===== config.mk =====
export PLATFORM = sky130hd
export DESIGN_NAME = nv_prog_ctrl
export DESIGN_NICKNAME = d
export VERILOG_FILES = /design/src/design/nv_prog_pkg.sv /design/src/design/nv_prog_ctrl.sv
export SDC_FILE = /design/constraint.sdc
export NUM_CORES = 1
export LEC_CHECK = 0
export ABC_AREA = 1
export BUFFER_PORTS_ARGS = -buffer_cell sky130_fd_sc_hd__buf_2
export CAP_MARGIN = 20
export CORE_ASPECT_RATIO = 1.2
export CORE_MARGIN = 2
export CORE_UTILIZATION = 30
export DETAILED_ROUTE_END_ITERATION = 8
export GPL_TIMING_DRIVEN = 0
export SLEW_MARGIN = 20
export SYNTH_ARGS = -nofsm -noshare
export SYNTH_HDL_FRONTEND = slang
export SYNTH_SLANG_ARGS = --single-unit

===== constraint.sdc =====
create_clock -name pclk -period 3.2 [get_ports pclk]
set_input_delay 0.64 -clock pclk [delete_from_list [all_inputs] [get_ports pclk]]
set_output_delay 0.64 -clock pclk [all_outputs]
set_load 0.005 [all_outputs]

===== src/design/nv_prog_pkg.sv =====
// Constants for the EPROM and EEPROM programming control block.
// Assumes an APB master with 32-bit data and one word per register.

package nv_prog_pkg;

    // Register indices; byte address is four times the index
    localparam logic [7:0] EPROM_CTRL_IDX   = 8'h2B;
    localparam logic [7:0] BLOCK_PROT_IDX   = 8'h35;
    localparam logic [7:0] MAP_POS_IDX      = 8'h37;
    localparam logic [7:0] PUMP_OPT_IDX     = 8'h39;
    localparam logic [7:0] EEPROM_CTRL_IDX  = 8'h3B;

    // eprom_program_control fields
    localparam int DUAL_BYTE_BIT   = 7;
    localparam int OTP_LATCH_BIT   = 5;
    localparam int EXTRA_COL_BIT   = 4;
    localparam int EXTRA_ROW_BIT   = 3;
    localparam int OTP_VOLT_BIT    = 0;
    // eeprom_program_control fields
    localparam int LOW_SUPPLY_BIT  = 5;
    localparam int ERASE_BYTE_BIT  = 4;
    localparam int ERASE_ROW_BIT   = 3;
    localparam int ERASE_MODE_BIT  = 2;
    localparam int NV_LATCH_BIT    = 1;
    localparam int NV_PUMP_BIT     = 0;
    // eeprom_block_protection fields
    localparam int BULK_GUARD_BIT  = 7;
    localparam int SUPPLY_GUARD_BIT = 6;
    localparam int UPPER_GUARD_BIT = 5;
    localparam int CONFIG_GUARD_BIT = 4;

    localparam logic [7:0] EPROM_CTRL_RST  = 8'h00;
    localparam logic [7:0] EEPROM_CTRL_RST = 8'h00;
    localparam logic [7:0] BLOCK_PROT_RST  = 8'hFF;
    localparam logic [3:0] MAP_POS_RST     = 4'h0;
    localparam logic [7:0] ERASED_BYTE     = 8'hFF;

    // EEPROM window and region starts inside a 4K block
    localparam logic [11:0] NV_BASE        = 12'hD80;
    localparam logic [11:0] REGION1_START  = 12'hDA0;
    localparam logic [11:0] REGION2_START  = 12'hDE0;
    localparam logic [11:0] REGION3_START  = 12'hE60;
    localparam logic [11:0] REGION4_START  = 12'hF80;
    localparam logic [11:0] CONFIG_OFFSET  = 12'h03F;

    localparam logic [6:0] GUARD_WINDOW_CYCLES = 7'd64;

    typedef enum logic [1:0] {
        ERASE_BULK = 2'b00,
        ERASE_ROW  = 2'b01,
        ERASE_BYTE = 2'b10
    } erase_scope_t;

endpackage : nv_prog_pkg


===== src/design/nv_prog_ctrl.sv =====
// Programming control for the OTP array and the EEPROM array.
// Assumes CPU memory writes arrive as one-cycle pulses on pclk and
// that mode, supply detectors and high-supply detect are async pins.
//
// Register access over APB was chosen for this implementation.
`timescale 1ns/1ns
`default_nettype none

module nv_prog_ctrl (
    input  wire logic        pclk,
    input  wire logic        presetn,
    input  wire logic        psel,
    input  wire logic        penable,
    input  wire logic        pwrite,
    input  wire logic [11:0] paddr,
    input  wire logic [31:0] pwdata,
    output logic             pready,
    output logic [31:0]      prdata,
    output logic             pslverr,
    input  wire logic        special_mode_pin,
    input  wire logic        low_supply_pin,
    input  wire logic        program_supply_pin,
    input  wire logic        mem_wr,
    input  wire logic        otp_hit,
    input  wire logic [15:0] mem_addr,
    input  wire logic [7:0]  mem_wdata,
    output logic             otp_read_en,
    output logic [15:0]      otp_prog_addr,
    output logic [7:0]       otp_prog_data,
    output logic             otp_dual_byte,
    output logic             otp_extra_col,
    output logic             otp_extra_row,
    output logic             otp_voltage,
    output logic             nv_hit,
    output logic             nv_read_en,
    output logic [15:0]      nv_prog_addr,
    output logic [7:0]       nv_prog_data,
    output logic             nv_target_config,
    output logic             nv_erase,
    output logic [1:0]       nv_erase_scope,
    output logic             nv_voltage,
    output logic             pump_clock_sel
);

    // ------------------------------------------------------------
    // Pin synchronisers
    // ------------------------------------------------------------
    logic [2:0] pin_meta_reg;
    logic [2:0] pin_sync_reg;

    always_ff @(posedge pclk or negedge presetn) begin
        if (!presetn) begin
            pin_meta_reg <= 3'h0;
            pin_sync_reg <= 3'h0;
        end else begin
            pin_meta_reg <= {program_supply_pin, low_supply_pin,
                             special_mode_pin};
            pin_sync_reg <= pin_meta_reg;
        end
    end

    wire special  = pin_sync_reg[0];
    wire low_supp = pin_sync_reg[1];
    wire vpp_high = pin_sync_reg[2];

    // ------------------------------------------------------------
    // Bus decode
    // ------------------------------------------------------------
    function automatic logic [15:0] mask_addr(
        input logic [15:0] a, input logic dual,
        input logic col, input logic row);
        logic [15:0] m;
        m = a;
        if (dual) m[5] = 1'b0;
        if (col) m[4:0] = 5'h00;
        if (row) m[11:6] = 6'h00;
        return m;
    endfunction : mask_addr

    function automatic logic [4:0] region_of(input logic [11:0] o);
        if (o < nv_prog_pkg::REGION1_START) return 5'b00001;
        else if (o < nv_prog_pkg::REGION2_START) return 5'b00010;
        else if (o < nv_prog_pkg::REGION3_START) return 5'b00100;
        else if (o < nv_prog_pkg::REGION4_START) return 5'b01000;
        else return 5'b10000;
    endfunction : region_of

    wire        setup_ph = psel & ~penable;
    wire        access   = psel & penable;
    wire        wr_acc   = access & pwrite;
    wire [9:0]  word     = paddr[11:2];
    wire        sel_ep   = word == {2'b00, nv_prog_pkg::EPROM_CTRL_IDX};
    wire        sel_bp   = word == {2'b00, nv_prog_pkg::BLOCK_PROT_IDX};
    wire        sel_mp   = word == {2'b00, nv_prog_pkg::MAP_POS_IDX};
    wire        sel_po   = word == {2'b00, nv_prog_pkg::PUMP_OPT_IDX};
    wire        sel_ee   = word == {2'b00, nv_prog_pkg::EEPROM_CTRL_IDX};
    wire        mapped   = sel_ep | sel_bp | sel_mp | sel_po | sel_ee;
    wire [7:0]  wd       = pwdata[7:0];

    // ------------------------------------------------------------
    // Registers
    // ------------------------------------------------------------
    logic [7:0]  ep_reg, ep_next;
    logic [7:0]  ee_reg, ee_next;
    logic [7:0]  bp_reg, bp_next;
    logic [3:0]  map_reg;
    logic        map_done_reg;
    logic        pump_sel_reg;
    logic        low_supply_inhibit_reg;
    logic [6:0]  age_reg;
    logic        bp_done_reg;

    wire ep_vpp   = ep_reg[nv_prog_pkg::OTP_VOLT_BIT];
    wire ep_latch = ep_reg[nv_prog_pkg::OTP_LATCH_BIT];
    wire ee_latch = ee_reg[nv_prog_pkg::NV_LATCH_BIT];
    wire ee_pump  = ee_reg[nv_prog_pkg::NV_PUMP_BIT];
    wire ee_erase = ee_reg[nv_prog_pkg::ERASE_MODE_BIT];
    wire ee_byte  = ee_reg[nv_prog_pkg::ERASE_BYTE_BIT];
    wire ee_row   = ee_reg[nv_prog_pkg::ERASE_ROW_BIT];
    wire in_window = age_reg < nv_prog_pkg::GUARD_WINDOW_CYCLES;
    // Only one early clearing write outside special mode; later normal-mode writes can only add guards
    wire bp_clr_ok = special | (in_window & ~bp_done_reg);

    always_comb begin
        ep_next = ep_reg;
        if (special) begin
            ep_next[nv_prog_pkg::DUAL_BYTE_BIT] =
                wd[nv_prog_pkg::DUAL_BYTE_BIT];
            ep_next[nv_prog_pkg::EXTRA_COL_BIT] =
                wd[nv_prog_pkg::EXTRA_COL_BIT];
            ep_next[nv_prog_pkg::EXTRA_ROW_BIT] =
                wd[nv_prog_pkg::EXTRA_ROW_BIT];
        end
        if (!ep_vpp)
            ep_next[nv_prog_pkg::OTP_LATCH_BIT] =
                wd[nv_prog_pkg::OTP_LATCH_BIT] & vpp_high;
        if (ep_latch)
            ep_next[nv_prog_pkg::OTP_VOLT_BIT] =
                wd[nv_prog_pkg::OTP_VOLT_BIT];
    end

    always_comb begin
        ee_next = wd;
        ee_next[7:6] = 2'b00;
        ee_next[nv_prog_pkg::LOW_SUPPLY_BIT] = 1'b0;
        bp_next = bp_clr_ok ? wd : (bp_reg | wd);
    end

    always_ff @(posedge pclk or negedge presetn) begin
        if (!presetn) begin
            ep_reg <= nv_prog_pkg::EPROM_CTRL_RST;
            ee_reg <= nv_prog_pkg::EEPROM_CTRL_RST;
            bp_reg <= nv_prog_pkg::BLOCK_PROT_RST;
            map_reg <= nv_prog_pkg::MAP_POS_RST;
            map_done_reg <= 1'b0;
            pump_sel_reg <= 1'b0;
        end else if (wr_acc) begin
            if (sel_ep) ep_reg <= ep_next;
            if (sel_ee) ee_reg <= ee_next;
            if (sel_bp) bp_reg <= bp_next;
            if (sel_mp && (special || !map_done_reg)) begin
                map_reg <= wd[7:4];
                map_done_reg <= 1'b1;
            end
            if (sel_po) pump_sel_reg <= wd[0];
        end
    end

    always_ff @(posedge pclk or negedge presetn) begin
        if (!presetn) begin
            age_reg <= 7'd0;
            bp_done_reg <= 1'b0;
            low_supply_inhibit_reg <= 1'b0;
        end else begin
            if (in_window) age_reg <= age_reg + 7'd1;
            if (wr_acc && sel_bp && in_window) bp_done_reg <= 1'b1;
            low_supply_inhibit_reg <= bp_reg[nv_prog_pkg::SUPPLY_GUARD_BIT]
                        & low_supp;
        end
    end

    // ------------------------------------------------------------
    // Read path and answer
    // ------------------------------------------------------------
    logic [7:0] rd_byte;
    always_comb begin
        rd_byte = 8'h00;
        if (sel_ep) begin
            rd_byte = ep_reg & 8'hB9;
            if (!special) rd_byte = rd_byte & 8'h21;
        end else if (sel_ee) begin
            rd_byte = ee_reg;
            rd_byte[nv_prog_pkg::LOW_SUPPLY_BIT] = low_supply_inhibit_reg;
        end else if (sel_bp) rd_byte = bp_reg;
        else if (sel_mp) rd_byte = {map_reg, 4'h0};
        else if (sel_po) rd_byte = {7'h00, pump_sel_reg};
    end

    // Read data is taken in the setup cycle, so no wait state is needed
    always_ff @(posedge pclk or negedge presetn) begin
        if (!presetn) prdata <= 32'h0000_0000;
        else if (setup_ph && !pwrite) prdata <= {24'h00_0000, rd_byte};
    end

    assign pready  = 1'b1;
    assign pslverr = access & ~mapped;

    // ------------------------------------------------------------
    // Array side
    // ------------------------------------------------------------
    wire [11:0] off      = mem_addr[11:0];
    wire        nv_range = (mem_addr[15:12] == map_reg)
                           && (off >= nv_prog_pkg::NV_BASE);
    wire        cfg_addr = off == nv_prog_pkg::CONFIG_OFFSET;
    // The EEPROM latch takes priority over the OTP latch
    wire        otp_cap  = ep_latch & ~ee_latch & mem_wr & otp_hit;
    wire        nv_cap   = ee_latch & mem_wr & (nv_range | cfg_addr);

    always_ff @(posedge pclk or negedge presetn) begin
        if (!presetn) begin
            otp_prog_addr <= 16'h0000;
            otp_prog_data <= 8'h00;
            nv_prog_addr <= 16'h0000;
            nv_prog_data <= nv_prog_pkg::ERASED_BYTE;
            nv_target_config <= 1'b0;
        end else begin
            if (otp_cap) begin
                otp_prog_addr <= mask_addr(mem_addr,
                    ep_reg[nv_prog_pkg::DUAL_BYTE_BIT],
                    ep_reg[nv_prog_pkg::EXTRA_COL_BIT],
                    ep_reg[nv_prog_pkg::EXTRA_ROW_BIT]);
                otp_prog_data <= mem_wdata;
            end
            if (nv_cap) begin
                nv_prog_addr <= mem_addr;
                nv_prog_data <= ee_erase ? nv_prog_pkg::ERASED_BYTE
                                         : mem_wdata;
                nv_target_config <= cfg_addr & ~nv_range;
            end
        end
    end

    nv_prog_pkg::erase_scope_t scope;
    assign scope = ee_byte ? nv_prog_pkg::ERASE_BYTE
                 : (ee_row ? nv_prog_pkg::ERASE_ROW
                           : nv_prog_pkg::ERASE_BULK);

    wire [4:0] region   = region_of(nv_prog_addr[11:0]);
    wire       blk_lock = |({bp_reg[nv_prog_pkg::UPPER_GUARD_BIT],
                             bp_reg[3:0]} & region);
    wire       bulk_ref = ee_erase & (scope != nv_prog_pkg::ERASE_BYTE)
                          & bp_reg[nv_prog_pkg::BULK_GUARD_BIT];
    wire       cfg_ref  = nv_target_config
                          & bp_reg[nv_prog_pkg::CONFIG_GUARD_BIT];
    wire       arr_ref  = ~nv_target_config & (bulk_ref
                          | (~ee_erase & blk_lock));
    wire       refused  = low_supply_inhibit_reg | cfg_ref | arr_ref;

    // Voltage stays on while the pump and latch bits are set and no guard or low-supply inhibit refuses it
    always_ff @(posedge pclk or negedge presetn) begin
        if (!presetn) nv_voltage <= 1'b0;
        else nv_voltage <= ee_pump & ee_latch & ~refused;
    end

    assign otp_read_en    = ~ep_latch;
    assign otp_dual_byte  = ep_reg[nv_prog_pkg::DUAL_BYTE_BIT];
    assign otp_extra_col  = ep_reg[nv_prog_pkg::EXTRA_COL_BIT];
    assign otp_extra_row  = ep_reg[nv_prog_pkg::EXTRA_ROW_BIT];
    assign otp_voltage    = ep_vpp;
    assign nv_hit         = nv_range;
    assign nv_read_en     = ~ee_latch;
    assign nv_erase       = ee_erase;
    assign nv_erase_scope = scope;
    assign pump_clock_sel = pump_sel_reg;

    // ------------------------------------------------------------
    // Checks
    // ------------------------------------------------------------
    logic rd_ep_normal_reg;
    always_ff @(posedge pclk or negedge presetn) begin
        if (!presetn) rd_ep_normal_reg <= 1'b0;
        else rd_ep_normal_reg <= setup_ph & ~pwrite & sel_ep & ~special;
    end

    dual_read_zero_a: assert property (
        @(posedge pclk) disable iff (!presetn)
        rd_ep_normal_reg |-> (prdata[7] == 1'b0 && prdata[4:3] == 2'b00))
        else $error("special-only bits visible in normal mode");

    latch_hold_a: assert property (
        @(posedge pclk) disable iff (!presetn)
        (wr_acc && sel_ep && ep_vpp) |=> $stable(ep_latch))
        else $error("otp latch changed while voltage on");

    capture_addr_a: assert property (
        @(posedge pclk) disable iff (!presetn)
        otp_cap |=> (otp_prog_data == $past(mem_wdata)
                     && otp_prog_addr[15:12] == $past(mem_addr[15:12])))
        else $error("otp capture lost address or data");

    dual_bit5_a: assert property (
        @(posedge pclk) disable iff (!presetn)
        (otp_cap && otp_dual_byte) |=> otp_prog_addr[5] == 1'b0)
        else $error("bit 5 kept in dual-byte mode");

    volt_gate_a: assert property (
        @(posedge pclk) disable iff (!presetn)
        (wr_acc && sel_ep && !ep_latch && !ep_vpp) |=> !otp_voltage)
        else $error("otp voltage set without latch");

    nv_unmapped_a: assert property (
        @(posedge pclk) disable iff (!presetn)
        ee_latch |-> !nv_read_en)
        else $error("eeprom readable while latched");

    bulk_refuse_a: assert property (
        @(posedge pclk) disable iff (!presetn)
        (bulk_ref && !nv_target_config) |=> !nv_voltage)
        else $error("bulk or row erase under guard");

    guard_set_a: assert property (
        @(posedge pclk) disable iff (!presetn)
        (wr_acc && sel_bp) |=> ((bp_reg & $past(wd)) == $past(wd)))
        else $error("guard bit not set by write");

    low_supply_a: assert property (
        @(posedge pclk) disable iff (!presetn)
        !bp_reg[nv_prog_pkg::SUPPLY_GUARD_BIT] |=> !low_supply_inhibit_reg)
        else $error("low-supply flag set without guard");

    vpp_detect_a: assert property (
        @(posedge pclk) disable iff (!presetn)
        !vpp_high |=> !$rose(ep_latch))
        else $error("otp latch set without high supply");

    cfg_refuse_a: assert property (
        @(posedge pclk) disable iff (!presetn)
        cfg_ref |=> !nv_voltage)
        else $error("config byte voltage under guard");

    block_refuse_a: assert property (
        @(posedge pclk) disable iff (!presetn)
        (blk_lock && !ee_erase && !nv_target_config) |=> !nv_voltage)
        else $error("guarded region programmed");

    supply_refuse_a: assert property (
        @(posedge pclk) disable iff (!presetn)
        low_supply_inhibit_reg |=> !nv_voltage)
        else $error("voltage on under low supply");

    erase_data_a: assert property (
        @(posedge pclk) disable iff (!presetn)
        (nv_cap && ee_erase) |=> nv_prog_data == nv_prog_pkg::ERASED_BYTE)
        else $error("erase target data not all ones");

    pump_off_a: assert property (
        @(posedge pclk) disable iff (!presetn)
        !ee_pump |=> !nv_voltage)
        else $error("voltage on with pump bit clear");

    erase_run_c: cover property (
        @(posedge pclk) disable iff (!presetn) nv_voltage && nv_erase);
    program_run_c: cover property (
        @(posedge pclk) disable iff (!presetn) nv_voltage && !nv_erase);
    otp_run_c: cover property (
        @(posedge pclk) disable iff (!presetn) otp_voltage && otp_dual_byte);
    config_run_c: cover property (
        @(posedge pclk) disable iff (!presetn) nv_voltage & nv_target_config);

endmodule : nv_prog_ctrl

`default_nettype wire


==> impl_metrics.tcl <==
set metrics [dict create \
    end_kind "output pin" \
    arrival_ps 1640 \
    yosysWarnings 0 \
    synth_edf_count 0 \
    status "completed" \
    ys_ff_latch 97 \
    cap_violations 0 \
    vias 4057 \
    cp-start-kind "primary input" \
    comb_power_share 0.091 \
    synthesis.area_mm2 0.00473 \
    syn_area_per_cell_um2 8.35 \
    skew_ps 7.00 \
    period_share 0.712 \
    wire_per_inst_um 13.8 \
    crit_fanout 6 \
    use_met3 0.0314 \
    powerDensity_mw_per_mm2 463 \
    ir_drop_mv 0.262 \
    synth_compound_gate_area_share 0.0909 \
    grt_pass1_vias 3930 \
    cts_tree "done" \
    worstSetupPathType "primary input to output pin" \
    reg.largest.list "nv_prog_addr x16, otp_prog_addr x16" \
    ctsResizeCount 0 \
    cp.required_ps 2560 \
    hold_viol_final 0 \
    numPortBuffers 121 \
    grt_setup_unrepaired "no" \
    clk_pin_slew_ps 60 \
    power.internal_uw 2170 \
    drt_wl_total_um 12900 \
    yosysTopAreaCellShare 0.428 \
    dieWidth_um 119 \
    syn_to_final_growth_pct 28.1 \
    synth.most_common_cell "nand2_1" \
    antenna_left 0 \
    synth_flop_cell "dfrtp_1" \
    yosysSeqAreaShare 0.517 \
    synth_cell_types 38 \
    place.gp.congestion 0.882 \
    grt.overflow.total 0 \
    hold_class "primary input to async pin" \
    clockBufferDepth 2 \
    power.share.sequential 0.462 \
    clock-sinks 97 \
    setup_viol 0 \
    async_flop_share 1.00 \
    yosys.area_share.adder 0.00264 \
    slew_headroom 0.492 \
    fmax_ghz 0.439 \
    cts_buffers 9 \
    fp.dieArea_mm2 0.0168 \
    tightest_slew_ps 754 \
    grtUsageMet2 0.259 \
    drc 0 \
    netlist_top_cells_area "dfrtp_1, nand2_1, dfstp_2" \
    diodes 0 \
    worst_hold_slack_ps 170 \
    synthesis.instances 567 \
    total_leakage_power_uw 0.00337 \
    yosys.area.top_type "dfrtp_1" \
    drive_gt1_frac 0.294 \
    synth_common_cells "nand2_1, dfrtp_1, inv_1" \
    synth_top_family_by_area "simple AND/OR/NAND/NOR gates" \
    cts_setup_buffers 0 \
    drt_iter0_drc 249 \
    synth_xor_area_frac 0.00925 \
    swShare 0.227 \
    fillers 1627 \
    dpl.hpwl_um 10100 \
    setup-tns-final_ps 0 \
    grt_pass1_wl_um 20800 \
    yosys.area_share.simple 0.252 \
    core_area_mm2 0.0155 \
    synth_mux_area_frac 0.00238 \
    num_io_pins 173 \
    dr.pass1.iters 6 \
    cts_root_buf "clkbuf_16" \
    clk_latency_ps 350 \
    grt_max_degree 65 \
    p_sw_uw 639 \
    use_met1 0.211 \
    grt.busiest_layer "met2" \
    via_per_inst 4.33 \
    fp.dieH_um 142 \
    final_nets 802 \
    grtUsageTotal 0.159 \
    antenna_found_initial 0 \
    power_uw 2810 \
    period_needed_ps 2280 \
    row_count 50 \
    power.share.clock 0.447 \
    cts_hold_buf 0 \
    slew_viol_final 0 \
    htreeDepth 3 \
    start_util 0.305 \
]
==> cell type report <==
| cell class | instances | area (um2) | area share |
|---|---|---|---|
| clock buffer | 11 | 243 | 0.0400 |
| multi-input combinational | 372 | 1790 | 0.294 |
| sequential | 97 | 2450 | 0.403 |
| timing repair buffer | 122 | 639 | 0.105 |
| inverter | 78 | 293 | 0.0483 |
| clock inverter | 5 | 103 | 0.0169 |
| buffer | 43 | 295 | 0.0487 |
| tap | 208 | 260 | 0.0429 |
==> through the flow <==
stage / utilization / setup slack [ps] / cells / area, um2
global route: 0.391 / 790 / 936 / 6070
floorplan: - / 1270 / 590 / 4820
global placement: 0.367 / 393 / 919 / 5690
finish: 0.391 / 921 / 936 / 6070
CTS: 0.391 / 925 / 936 / 6070
detailed placement: 0.369 / 929 / 920 / 5720
==> routing by layer <==
metal / vias to the layer above / share of wire
met4: 0 / 0.019
li1: 2069 / -
met1: 1837 / 0.45
met3: 16 / 0.059
met2: 135 / 0.47
met5: - / 0
==> worst max-delay path, cell delays in order <==
cell     delay (ps)
buf_2            80
inv_1            30
nand2_1         110
inv_1            50
nand2_1         130
nor2_4           80
nor2_1           80
nand3_1          60
nor3_1          210
buf_2           170
==> final timing paths <==
path / startpoint / to / slack [ps] / cells after the start
setup / recovery: paddr[8] / pslverr / 920 / 10
hold / removal: presetn / pin_meta_reg[2]$_DFF_PN0_ / 170 / 1
setup reg to reg: ee_reg[1]$_DFFE_PN0P_ / otp_prog_addr[10]$_DFFE_PN0P_ / 1660 / 5
hold reg to reg: pin_meta_reg[1]$_DFF_PN0_ / pin_sync_reg[1]$_DFF_PN0_ / 350 / 0
max in group asynchronous: presetn / nv_prog_data[7]$_DFFE_PN1P_ / 2370 / 2
min in group pclk: pin_meta_reg[1]$_DFF_PN0_ / pin_sync_reg[1]$_DFF_PN0_ / 350 / 0
==> cells in the final DEF, fill, tap and decap left out, types with 3 or more instances in the layout <==
master and instances:
nand2_1 156, buf_2 125, dfrtp_1 81, inv_1 72
nand3_1 39, o21ai_0 37, buf_4 30, nor2_1 29
conb_1 25, nand4_1 17, dfstp_2 16, o31ai_1 12
a21oi_1 10, o21ai_1 9, clkbuf_16 9, inv_2 6
clkbuf_1 5, nor2_4 5, o22ai_1 4, nor3_1 3
xnor2_1 3, buf_6 3, bufinv_16 3
==> cells by family after synthesis <==
group | after synthesis
AOI/OAI and AO/OA | 76
muxes | 1
buffers and inverters | 121
xor gates and xnor gates | 5
DFF | 97
adders and majority gates | 1
and+or+nand+nor | 264
other | 2
==> power by group through the flow <==
stage          clock network, uW  registers (uW)  logic, uW
6_report                    1260            1300        256
3_3_place_gp                   0            1320        253
5_1_grt                     1330            1300        291
3_5_place_dp                   0            1320        260
2_1_floorplan                  0            1320        116
4_1_cts                     1280            1300        261
No activity file was read; power rests on OpenSTA's default activity.
